===== src/hw/speech_cmd_pkg.sv =====
// Shared constants for the speech command link: opcodes, field positions, offsets
package speech_cmd_pkg;
   localparam int          NUM_CH          = 4;
   localparam int          PHRASE_W        = 12;
   localparam int          ATT_W           = 4;
   // ------------------------------------------------------------
   // First-byte opcodes
   // ------------------------------------------------------------
   localparam logic [7:0]  OP_PHRASE_SET   = 8'hC4;
   localparam logic [7:0]  OP_PHRASE_PLAY  = 8'hC8;
   localparam logic [6:0]  OP_MONITOR_HI   = 7'h68;
   localparam logic [7:0]  OP_ERR_CLEAR    = 8'hFF;
   localparam logic [5:0]  OP_ATTEN_HI     = 6'h3C;
   localparam logic [7:0]  OP_SAI_CHANNEL  = 8'hE1;
   // ------------------------------------------------------------
   // Field positions
   // ------------------------------------------------------------
   localparam int          CH_CODE_LSB     = 4;
   localparam int          PHRASE_HI_MSB   = 3;
   localparam int          BANK_SEL_BIT    = 0;
   localparam int          WDT_EN_BIT      = 5;
   localparam int          RST_EN_BIT      = 6;
   localparam logic [7:0]  BANK1_MASK      = 8'hF1;
   localparam int          ATT_RIGHT_LSB   = 4;
   localparam int          LEFT_SEL_LSB    = 5;
   localparam int          LEFT_EN_BIT     = 4;
   localparam int          RIGHT_SEL_LSB   = 1;
   localparam int          RIGHT_EN_BIT    = 0;
   // ------------------------------------------------------------
   // Reset values and attenuation mute code
   // ------------------------------------------------------------
   localparam logic [7:0]  MONITOR_RST     = 8'h00;
   localparam logic [3:0]  ATT_RST         = 4'h0;
   localparam logic [3:0]  ATT_MUTE        = 4'hF;
   // ------------------------------------------------------------
   // Host APB register offsets
   // ------------------------------------------------------------
   localparam logic [11:0] REG_TX_BYTE     = 12'h000;
   localparam logic [11:0] REG_STATUS      = 12'h004;
endpackage


===== src/hw/speech_link_if.sv =====
// Byte-wide command link between host controller and speech device
`timescale 1ns/100ps
interface speech_link_if;
   logic       cmd_valid;
   logic [7:0] cmd_byte;
   logic       cmd_ready;
   logic [3:0] accept_flag;
   logic [3:0] playing_n;
   modport dev  (input cmd_valid, input cmd_byte, output cmd_ready,
                 output accept_flag, output playing_n);
   modport host (output cmd_valid, output cmd_byte, input cmd_ready,
                 input accept_flag, input playing_n);
endinterface


===== src/hw/speech_cmd_dev.sv =====
// Device end: command byte decoder, monitor enables, error flags, audio routing
//
// Behaviour
// - three-byte phrase set, channel and 12-bit phrase
// - phrase commands need addressed channel accept flag
// - phrase set stores only, never starts playback
// - play command stores phrase and starts playback once silence ends
// - channel code 00..11 selects channel 0..3
// - monitor command bit0 selects enable bank
// - monitor enables reset to zero, one starts
// - banks held independently of each other
// - bank0 bit order clock-stop down to command-error
// - bank1 mix, input, frame, bit clocks, waveform
// - watchdog plus reset counter keeps reset counter
// - all-ones byte clears every flag, ungated
// - persisting condition keeps its flag set
// - attenuation channel in byte1, right/left nibbles
// - attenuation resets to 0 dB, 1111 mutes
// - channel command fields and enables reset stopped
// - refuse enable while chosen channel plays memory
// - host clears both enables before swapping side
// - same channel both sides drives left only
// - host orders interface, clocks, silence, channel command
// - playback start deferred until silence ends
// - fast frame clock returns routing to reset
// - bad command sets command error flag
//
// Register access over APB and the register addresses were left to the implementer.
`timescale 1ns/100ps
module speech_cmd_dev (
   input  wire logic                                  pclk,
   input  wire logic                                  presetn,
   speech_link_if.dev                                 link,
   input  wire logic [3:0]                            accept_flag_in,
   input  wire logic [3:0]                            playing_n_in,
   input  wire logic                                  silence_active,
   input  wire logic                                  frame_clock_fast,
   input  wire logic [7:1]                            err_cond_b0,
   input  wire logic [7:0]                            err_cond_b1,
   output logic [3:0][speech_cmd_pkg::PHRASE_W-1:0]   phrase,
   output logic [3:0]                                 play_start,
   output logic [7:0]                                 monitor_en_b0,
   output logic [7:0]                                 monitor_en_b1,
   output logic [7:0]                                 err_flag_b0,
   output logic [7:0]                                 err_flag_b1,
   output logic [3:0][speech_cmd_pkg::ATT_W-1:0]      atten_right,
   output logic [3:0][speech_cmd_pkg::ATT_W-1:0]      atten_left,
   output logic [3:0][speech_cmd_pkg::ATT_W-1:0]      gain_right_code,
   output logic [1:0]                                 left_channel_select,
   output logic                                       left_side_enable,
   output logic [1:0]                                 right_channel_select,
   output logic                                       right_side_enable,
   output logic                                       right_side_active
);
   typedef enum logic [1:0] {ST_OP, ST_B2, ST_B3} parse_state_t;

   parse_state_t state_q;
   logic [7:0]   op_q;
   logic [7:0]   b2_q;
   logic [7:0]   b;
   logic         take;
   logic         op_known;
   logic         op_multi;
   logic         op_three;
   logic         bad_ev;
   logic         clr_ev;
   logic         two_ev;
   logic         three_ev;
   logic [1:0]   ph_ch;
   logic         mon_ev;
   logic         att_ev;
   logic         sai_ev;
   logic         sai_refuse;
   logic [7:0]   mon_wr;

   assign link.cmd_ready   = 1'b1;
   assign link.accept_flag = accept_flag_in;
   assign link.playing_n   = playing_n_in;
   assign take             = link.cmd_valid;
   assign b                = link.cmd_byte;

   // ------------------------------------------------------------
   // Opcode classification
   // ------------------------------------------------------------
   always_comb begin
      op_three = (b == speech_cmd_pkg::OP_PHRASE_SET) || (b == speech_cmd_pkg::OP_PHRASE_PLAY);
      op_multi = op_three || (b[7:1] == speech_cmd_pkg::OP_MONITOR_HI)
                 || (b[7:2] == speech_cmd_pkg::OP_ATTEN_HI)
                 || (b == speech_cmd_pkg::OP_SAI_CHANNEL);
      op_known = op_multi || (b == speech_cmd_pkg::OP_ERR_CLEAR);
   end

   assign bad_ev   = take && (state_q == ST_OP) && !op_known;
   assign clr_ev   = take && (state_q == ST_OP) && (b == speech_cmd_pkg::OP_ERR_CLEAR);
   assign three_ev = take && (state_q == ST_B3);
   assign two_ev   = take && (state_q == ST_B2) && (op_q != speech_cmd_pkg::OP_PHRASE_SET)
                     && (op_q != speech_cmd_pkg::OP_PHRASE_PLAY);
   assign ph_ch    = b2_q[speech_cmd_pkg::CH_CODE_LSB +: 2];
   assign mon_ev   = two_ev && (op_q[7:1] == speech_cmd_pkg::OP_MONITOR_HI);
   assign att_ev   = two_ev && (op_q[7:2] == speech_cmd_pkg::OP_ATTEN_HI);
   assign sai_ev   = two_ev && (op_q == speech_cmd_pkg::OP_SAI_CHANNEL);

   // ------------------------------------------------------------
   // Byte sequencer
   // ------------------------------------------------------------
   always_ff @(posedge pclk or negedge presetn) begin
      if (!presetn) begin
         state_q <= ST_OP;
         op_q    <= 8'h00;
         b2_q    <= 8'h00;
      end else if (take) begin
         case (state_q)
            ST_OP: begin
               op_q <= b;
               if (op_multi) begin
                  state_q <= ST_B2;
               end
            end
            ST_B2: begin
               b2_q <= b;
               if ((op_q == speech_cmd_pkg::OP_PHRASE_SET)
                   || (op_q == speech_cmd_pkg::OP_PHRASE_PLAY)) begin
                  state_q <= ST_B3;
               end else begin
                  state_q <= ST_OP;
               end
            end
            ST_B3: state_q <= ST_OP;
            default: state_q <= ST_OP;
         endcase
      end
   end

   // ------------------------------------------------------------
   // Per-channel phrase, start and attenuation
   // ------------------------------------------------------------
   for (genvar i = 0; i < speech_cmd_pkg::NUM_CH; i++) begin : g_ch
      logic hit;
      logic pend_q;
      // Refused commands fall through without touching state
      assign hit = three_ev && (ph_ch == 2'(i)) && accept_flag_in[i];

      always_ff @(posedge pclk or negedge presetn) begin
         if (!presetn) begin
            phrase[i] <= '0;
         end else if (hit) begin
            phrase[i] <= {b2_q[speech_cmd_pkg::PHRASE_HI_MSB:0], b};
         end
      end

      // Play request waits out any silence period; set wins over issue
      always_ff @(posedge pclk or negedge presetn) begin
         if (!presetn) begin
            pend_q        <= 1'b0;
            play_start[i] <= 1'b0;
         end else begin
            play_start[i] <= pend_q && !silence_active;
            if (hit && (op_q == speech_cmd_pkg::OP_PHRASE_PLAY)) begin
               pend_q <= 1'b1;
            end else if (!silence_active) begin
               pend_q <= 1'b0;
            end
         end
      end

      always_ff @(posedge pclk or negedge presetn) begin
         if (!presetn) begin
            atten_right[i] <= speech_cmd_pkg::ATT_RST;
            atten_left[i]  <= speech_cmd_pkg::ATT_RST;
         end else if (att_ev && (op_q[1:0] == 2'(i))) begin
            atten_right[i] <= b[speech_cmd_pkg::ATT_RIGHT_LSB +: speech_cmd_pkg::ATT_W];
            atten_left[i]  <= b[speech_cmd_pkg::ATT_W-1:0];
         end
      end

      // Mute code passes through; downstream gain treats it as off
      assign gain_right_code[i] = (atten_right[i] == speech_cmd_pkg::ATT_MUTE)
                                  ? speech_cmd_pkg::ATT_MUTE : atten_right[i];
   end

   // ------------------------------------------------------------
   // Monitor enable banks
   // ------------------------------------------------------------
   always_comb begin
      mon_wr = b;
      if (b[speech_cmd_pkg::RST_EN_BIT] && b[speech_cmd_pkg::WDT_EN_BIT]) begin
         mon_wr[speech_cmd_pkg::WDT_EN_BIT] = 1'b0;
      end
   end

   always_ff @(posedge pclk or negedge presetn) begin
      if (!presetn) begin
         monitor_en_b0 <= speech_cmd_pkg::MONITOR_RST;
         monitor_en_b1 <= speech_cmd_pkg::MONITOR_RST;
      end else if (mon_ev) begin
         if (op_q[speech_cmd_pkg::BANK_SEL_BIT]) begin
            monitor_en_b1 <= b & speech_cmd_pkg::BANK1_MASK;
         end else begin
            monitor_en_b0 <= mon_wr;
         end
      end
   end

   // ------------------------------------------------------------
   // Sticky error flags: a live condition beats the clear
   // ------------------------------------------------------------
   always_ff @(posedge pclk or negedge presetn) begin
      if (!presetn) begin
         err_flag_b0 <= 8'h00;
         err_flag_b1 <= 8'h00;
      end else begin
         err_flag_b0 <= (clr_ev ? 8'h00 : err_flag_b0)
                        | ({err_cond_b0, bad_ev} & monitor_en_b0);
         err_flag_b1 <= (clr_ev ? 8'h00 : err_flag_b1)
                        | (err_cond_b1 & monitor_en_b1 & speech_cmd_pkg::BANK1_MASK);
      end
   end

   // ------------------------------------------------------------
   // Serial audio side routing
   // ------------------------------------------------------------
   assign sai_refuse =
      (b[speech_cmd_pkg::LEFT_EN_BIT]  && !playing_n_in[b[speech_cmd_pkg::LEFT_SEL_LSB +: 2]])
   || (b[speech_cmd_pkg::RIGHT_EN_BIT] && !playing_n_in[b[speech_cmd_pkg::RIGHT_SEL_LSB +: 2]]);

   always_ff @(posedge pclk or negedge presetn) begin
      if (!presetn) begin
         left_channel_select  <= 2'h0;
         left_side_enable     <= 1'b0;
         right_channel_select <= 2'h0;
         right_side_enable    <= 1'b0;
      end else if (frame_clock_fast) begin
         left_channel_select  <= 2'h0;
         left_side_enable     <= 1'b0;
         right_channel_select <= 2'h0;
         right_side_enable    <= 1'b0;
      end else if (sai_ev && !sai_refuse) begin
         left_channel_select  <= b[speech_cmd_pkg::LEFT_SEL_LSB +: 2];
         left_side_enable     <= b[speech_cmd_pkg::LEFT_EN_BIT];
         right_channel_select <= b[speech_cmd_pkg::RIGHT_SEL_LSB +: 2];
         right_side_enable    <= b[speech_cmd_pkg::RIGHT_EN_BIT];
      end
   end

   assign right_side_active = right_side_enable
      && !(left_side_enable && (left_channel_select == right_channel_select));
endmodule // speech_cmd_dev


===== src/flat_wrapper.sv =====
// flat-port wrapper written by rule: the top's interface ports become plain ports
module speech_cmd_dev_flat 
  (pclk, presetn, accept_flag_in, playing_n_in, silence_active, frame_clock_fast, err_cond_b0, err_cond_b1, phrase, play_start, monitor_en_b0, monitor_en_b1, err_flag_b0, err_flag_b1, atten_right, atten_left, gain_right_code, left_channel_select, left_side_enable, right_channel_select, right_side_enable, right_side_active, link_cmd_valid, link_cmd_byte, link_cmd_ready, link_accept_flag, link_playing_n);
  speech_link_if link_i ();
  input  wire logic pclk;
  input  wire logic presetn;
  input  wire logic [3:0] accept_flag_in;
  input  wire logic [3:0] playing_n_in;
  input  wire logic silence_active;
  input  wire logic frame_clock_fast;
  input  wire logic [7:1] err_cond_b0;
  input  wire logic [7:0] err_cond_b1;
  output logic [3:0][speech_cmd_pkg::PHRASE_W-1:0] phrase;
  output logic [3:0] play_start;
  output logic [7:0] monitor_en_b0;
  output logic [7:0] monitor_en_b1;
  output logic [7:0] err_flag_b0;
  output logic [7:0] err_flag_b1;
  output logic [3:0][speech_cmd_pkg::ATT_W-1:0] atten_right;
  output logic [3:0][speech_cmd_pkg::ATT_W-1:0] atten_left;
  output logic [3:0][speech_cmd_pkg::ATT_W-1:0] gain_right_code;
  output logic [1:0] left_channel_select;
  output logic left_side_enable;
  output logic [1:0] right_channel_select;
  output logic right_side_enable;
  output logic right_side_active;
  input wire logic [$bits(link_i.cmd_valid)-1:0] link_cmd_valid;
  input wire logic [$bits(link_i.cmd_byte)-1:0] link_cmd_byte;
  output wire logic [$bits(link_i.cmd_ready)-1:0] link_cmd_ready;
  output wire logic [$bits(link_i.accept_flag)-1:0] link_accept_flag;
  output wire logic [$bits(link_i.playing_n)-1:0] link_playing_n;
  assign link_i.cmd_valid = link_cmd_valid;
  assign link_i.cmd_byte = link_cmd_byte;
  assign link_cmd_ready = link_i.cmd_ready;
  assign link_accept_flag = link_i.accept_flag;
  assign link_playing_n = link_i.playing_n;
  speech_cmd_dev u_core (.pclk(pclk), .presetn(presetn), .link(link_i), .accept_flag_in(accept_flag_in), .playing_n_in(playing_n_in), .silence_active(silence_active), .frame_clock_fast(frame_clock_fast), .err_cond_b0(err_cond_b0), .err_cond_b1(err_cond_b1), .phrase(phrase), .play_start(play_start), .monitor_en_b0(monitor_en_b0), .monitor_en_b1(monitor_en_b1), .err_flag_b0(err_flag_b0), .err_flag_b1(err_flag_b1), .atten_right(atten_right), .atten_left(atten_left), .gain_right_code(gain_right_code), .left_channel_select(left_channel_select), .left_side_enable(left_side_enable), .right_channel_select(right_channel_select), .right_side_enable(right_side_enable), .right_side_active(right_side_active));
endmodule

===== config.mk =====
export PLATFORM = sky130hd
export DESIGN_NAME = speech_cmd_dev_flat
export DESIGN_NICKNAME = d
export VERILOG_FILES = /design/src/hw/speech_cmd_pkg.sv /design/src/hw/speech_link_if.sv /design/src/hw/speech_cmd_dev.sv /design/src/flat_wrapper.sv
export SDC_FILE = /design/constraint.sdc
export NUM_CORES = 1
export LEC_CHECK = 0
export BUFFER_PORTS_ARGS = -buffer_cell sky130_fd_sc_hd__clkbuf_2
export CORE_ASPECT_RATIO = 0.6
export CORE_MARGIN = 3
export CORE_UTILIZATION = 25
export CTS_CLUSTER_SIZE = 8
export DETAILED_ROUTE_END_ITERATION = 10
export PLACE_DENSITY = 0.55
export SKIP_LAST_GASP = 1
export SYNTH_ARGS = -nofsm -noshare
export SYNTH_HDL_FRONTEND = slang
export SYNTH_SLANG_ARGS = --single-unit

===== constraint.sdc =====
create_clock -name pclk -period 4.4 [get_ports pclk]
set_clock_uncertainty 0.2 [all_clocks]
set_input_delay 0.22 -clock pclk [delete_from_list [all_inputs] [get_ports pclk]]
set_output_delay 0.22 -clock pclk [all_outputs]
set_load 0.01 [all_outputs]

==> results_dict.tcl <==
set metrics [dict create \
    place_area_um2 6630 \
    synth-seq-cells 136 \
    cp_data_arrival_time_ns 2.77 \
    cp_top_delay_family "simple AND/OR/NAND/NOR gates" \
    cellPowerDensity_nw_per_um2 393 \
    die_ht_um 122 \
    share_seq_of_total_power 0.461 \
    required_time_of_the_critical_path_ns 4.50 \
    switchingPower_uw 664 \
    post_cts_resized 0 \
    routed-via-count 3701 \
    power.ir.vdd_worst_uv 259 \
    cp-end-kind "flop" \
    power.clock.fraction 0.479 \
    worst_hold_path_class "in -> reg" \
    synthDominantAreaCellType "dfrtp_1" \
    rows 41 \
    p_leak_nw 3.88 \
    fmaxAchievable_ghz 0.374 \
    finalCoreUtilization 0.341 \
    routed_wire_length_per_instance_um 18.0 \
    place.gp.congestion 0.708 \
    syn2layout_area_growth_pct 30.5 \
    whs_ns 0.164 \
    max-cap-violations 0 \
    synth-edff-count 0 \
    grt_antenna_before_repair 0 \
    grt_use_total 0.128 \
    tritoncts.num_buffers 17 \
    min_period_over_period 0.607 \
    wire_length_of_the_first_global_routing_pass_um 22900 \
    worst_slew_margin_rel 0.365 \
    via_per_inst 4.33 \
    cp.buffers_inverters 2 \
    num-nets-final 599 \
    syn_area_um2 5640 \
    layout_min_cycle_time_ns 2.67 \
    synth.yosys.warnings 0 \
    place.port_buffers 173 \
    floorplan_core_area_um2 21500 \
    h-tree-depth 4 \
    yosysSeqAreaShare 0.604 \
    clockRootBuffer "clkbuf_16" \
    final_layout_size_suffix_gt1_frac 0.538 \
    preCtsSetupSlack_ns 1.73 \
    grt_pass1_vias 3881 \
    power_frac_comb 0.060 \
    layout.cells.most_common_list "clkbuf_2 (172), dfrtp_1 (136), mux2_2 (86), clkbuf_16 (17), dlygate4sd3_1 (16)" \
    start_util 0.262 \
    path_cells "dlygate4sd3_1 -> clkbuf_2 -> nand3b_4 -> or4_4 -> or4_1 -> mux2_4" \
    design_power_total_mw 2.89 \
    ctsHoldBuffers 16 \
    clock_latency_ns 0.41 \
    synth.lib_cells_used.distinct 42 \
    postLayoutCellArea_um2 7350 \
    grt-ovfl-total 0 \
    drt_first_iter_violations 123 \
    synth_ff_type "dfrtp_1" \
    timing.critical_path.fanout_max 10 \
    run_status "complete, no violations" \
    worst-setup-path-type "in -> reg" \
    clk_transition_reported_paths_ns 0.06 \
    cts_tree "done" \
    power.share.switching 0.230 \
    hpwl_after_detailed_placement_um 10800 \
    slew_violations 0 \
    worstSetupStartpointType "primary input" \
    internal_power_consumption_mw 2.23 \
    num_antenna_cells 0 \
    timing.setup.tns_ns 0 \
    postCtsSetupBuffers 0 \
    n_fill_cell 2138 \
    final_cells 855 \
    detail_route.drc_violations 0 \
    floorplan.io_pins 184 \
    worst_slew_pin_slew_ns 0.952 \
    grt_max_degree 103 \
    cp_slowest_cell "or4_1" \
    final_common_cell "clkbuf_2" \
    avgSynthCellArea_um2 14.1 \
    die-width_um 200 \
    async_flop_share 1.00 \
    dp_cells 807 \
    grt_setup_unrepaired "no" \
    timing.final.setup_violations 0 \
    ys_top_cells_by_area "dfrtp_1 (60%), mux2_2 (17%), mux2_4 (3.7%)" \
    drtPass1Iterations 4 \
    clock_sinks 136 \
    critical-path-max-stage-delay_ns 0.77 \
    number_of_antenna_violating_nets_in_the_routed_design 0 \
    die_area_um2 24400 \
    timing.final.ws_setup_ns 1.73 \
    hold_viol_final 0 \
    route.final.wire_length_um 15400 \
    synth_top_cell_area_share 0.604 \
    netlist_instances 400 \
    maximum_buffer_depth_of_the_clock_tree 2 \
]
registers in the layout, summed over array words and instances, names as in the netlist:
signal / cells
u_core.err_flag_b0: 8
u_core.play_start: 4
u_core.monitor_en_b1: 5
u_core.monitor_en_b0: 8
u_core.g_ch.pend_q: 4
u_core.err_flag_b1: 5
u_core.phrase: 48
u_core.atten_left: 16
u_core.right_channel_select: 2
u_core.left_channel_select: 2
u_core.left_side_enable: 1
u_core.right_side_enable: 1
u_core.atten_right: 16
u_core.op_q: 8
u_core.b2_q: 6
u_core.state_q: 2
cell usage after synthesis (3+ instances only):
| master | instances |
|---|---|
| dfrtp_1 | 136 |
| nand3b_1 | 4 |
| or4_1 | 3 |
| xnor2_1 | 3 |
| clkbuf_1 | 31 |
| nor4_4 | 3 |
| nor2_1 | 10 |
| mux2i_1 | 7 |
| mux2_2 | 86 |
| o21ai_0 | 12 |
| a22o_1 | 13 |
| mux2_4 | 14 |
| nand2_1 | 11 |
| inv_1 | 11 |
| nor2b_1 | 6 |
| buf_4 | 16 |
layer usage:
| metal | GRT usage | share of wire | routed length [µm] |
|---|---|---|---|
| met4 | 0.0405 | 0.0078 | 120 |
| met5 | 0 | 0 | 0 |
| met1 | 0.170 | 0.48 | 7360 |
| met2 | 0.199 | 0.46 | 7040 |
| met3 | 0.0414 | 0.056 | 861 |
worst paths after layout:
check	cells after the start	start	endpoint	slack [ns]
worst max register to register	4	u_core.state_q[1]	u_core.atten_left[3]	1.74
worst min register to register	2	u_core.g_ch[1].pend_q	u_core.g_ch[1].pend_q	0.29
worst min-delay path	2	link_cmd_byte[7]	u_core.atten_right[15]	0.16
max in group asynchronous	3	presetn	u_core.g_ch[1].pend_q	2.67
worst max-delay path	6	link_cmd_valid	u_core.atten_left[3]	1.73
min in group asynchronous	2	presetn	u_core.atten_right[13]	0.28
logic make-up (layout without fill, tap and decap cells):
group,count (synthesis),count (layout),synth area share
flip-flops,136,136,0.604
other,2,7,0.00133
AO/OA/AOI/OAI,33,33,0.0417
buffers and inverters,63,234,0.0544
multiplexers,109,109,0.228
AND/OR/NAND/NOR,54,54,0.0664
XOR/XNOR,3,3,0.00466
power by group through the flow:
stage	clock, mW	sequential, mW	combinational (mW)
floorplan	0	1.35	0.0838
global placement	0	1.35	0.163
detailed placement	0	1.35	0.167
CTS	1.43	1.33	0.179
global route	1.48	1.34	0.195
finish	1.39	1.33	0.174
layout make-up:
| type | count | area (µm²) | area share |
|---|---|---|---|
| sequential | 136 | 3400 | 0.463 |
| multi-input combinational | 206 | 1940 | 0.264 |
| timing repair buffer | 191 | 1050 | 0.142 |
| clock buffer | 25 | 475 | 0.0646 |
| tap | 279 | 349 | 0.0475 |
| clock inverter | 7 | 93.8 | 0.0128 |
| inverter | 11 | 41.3 | 0.00561 |
No activity file was read; power rests on OpenSTA's default activity.
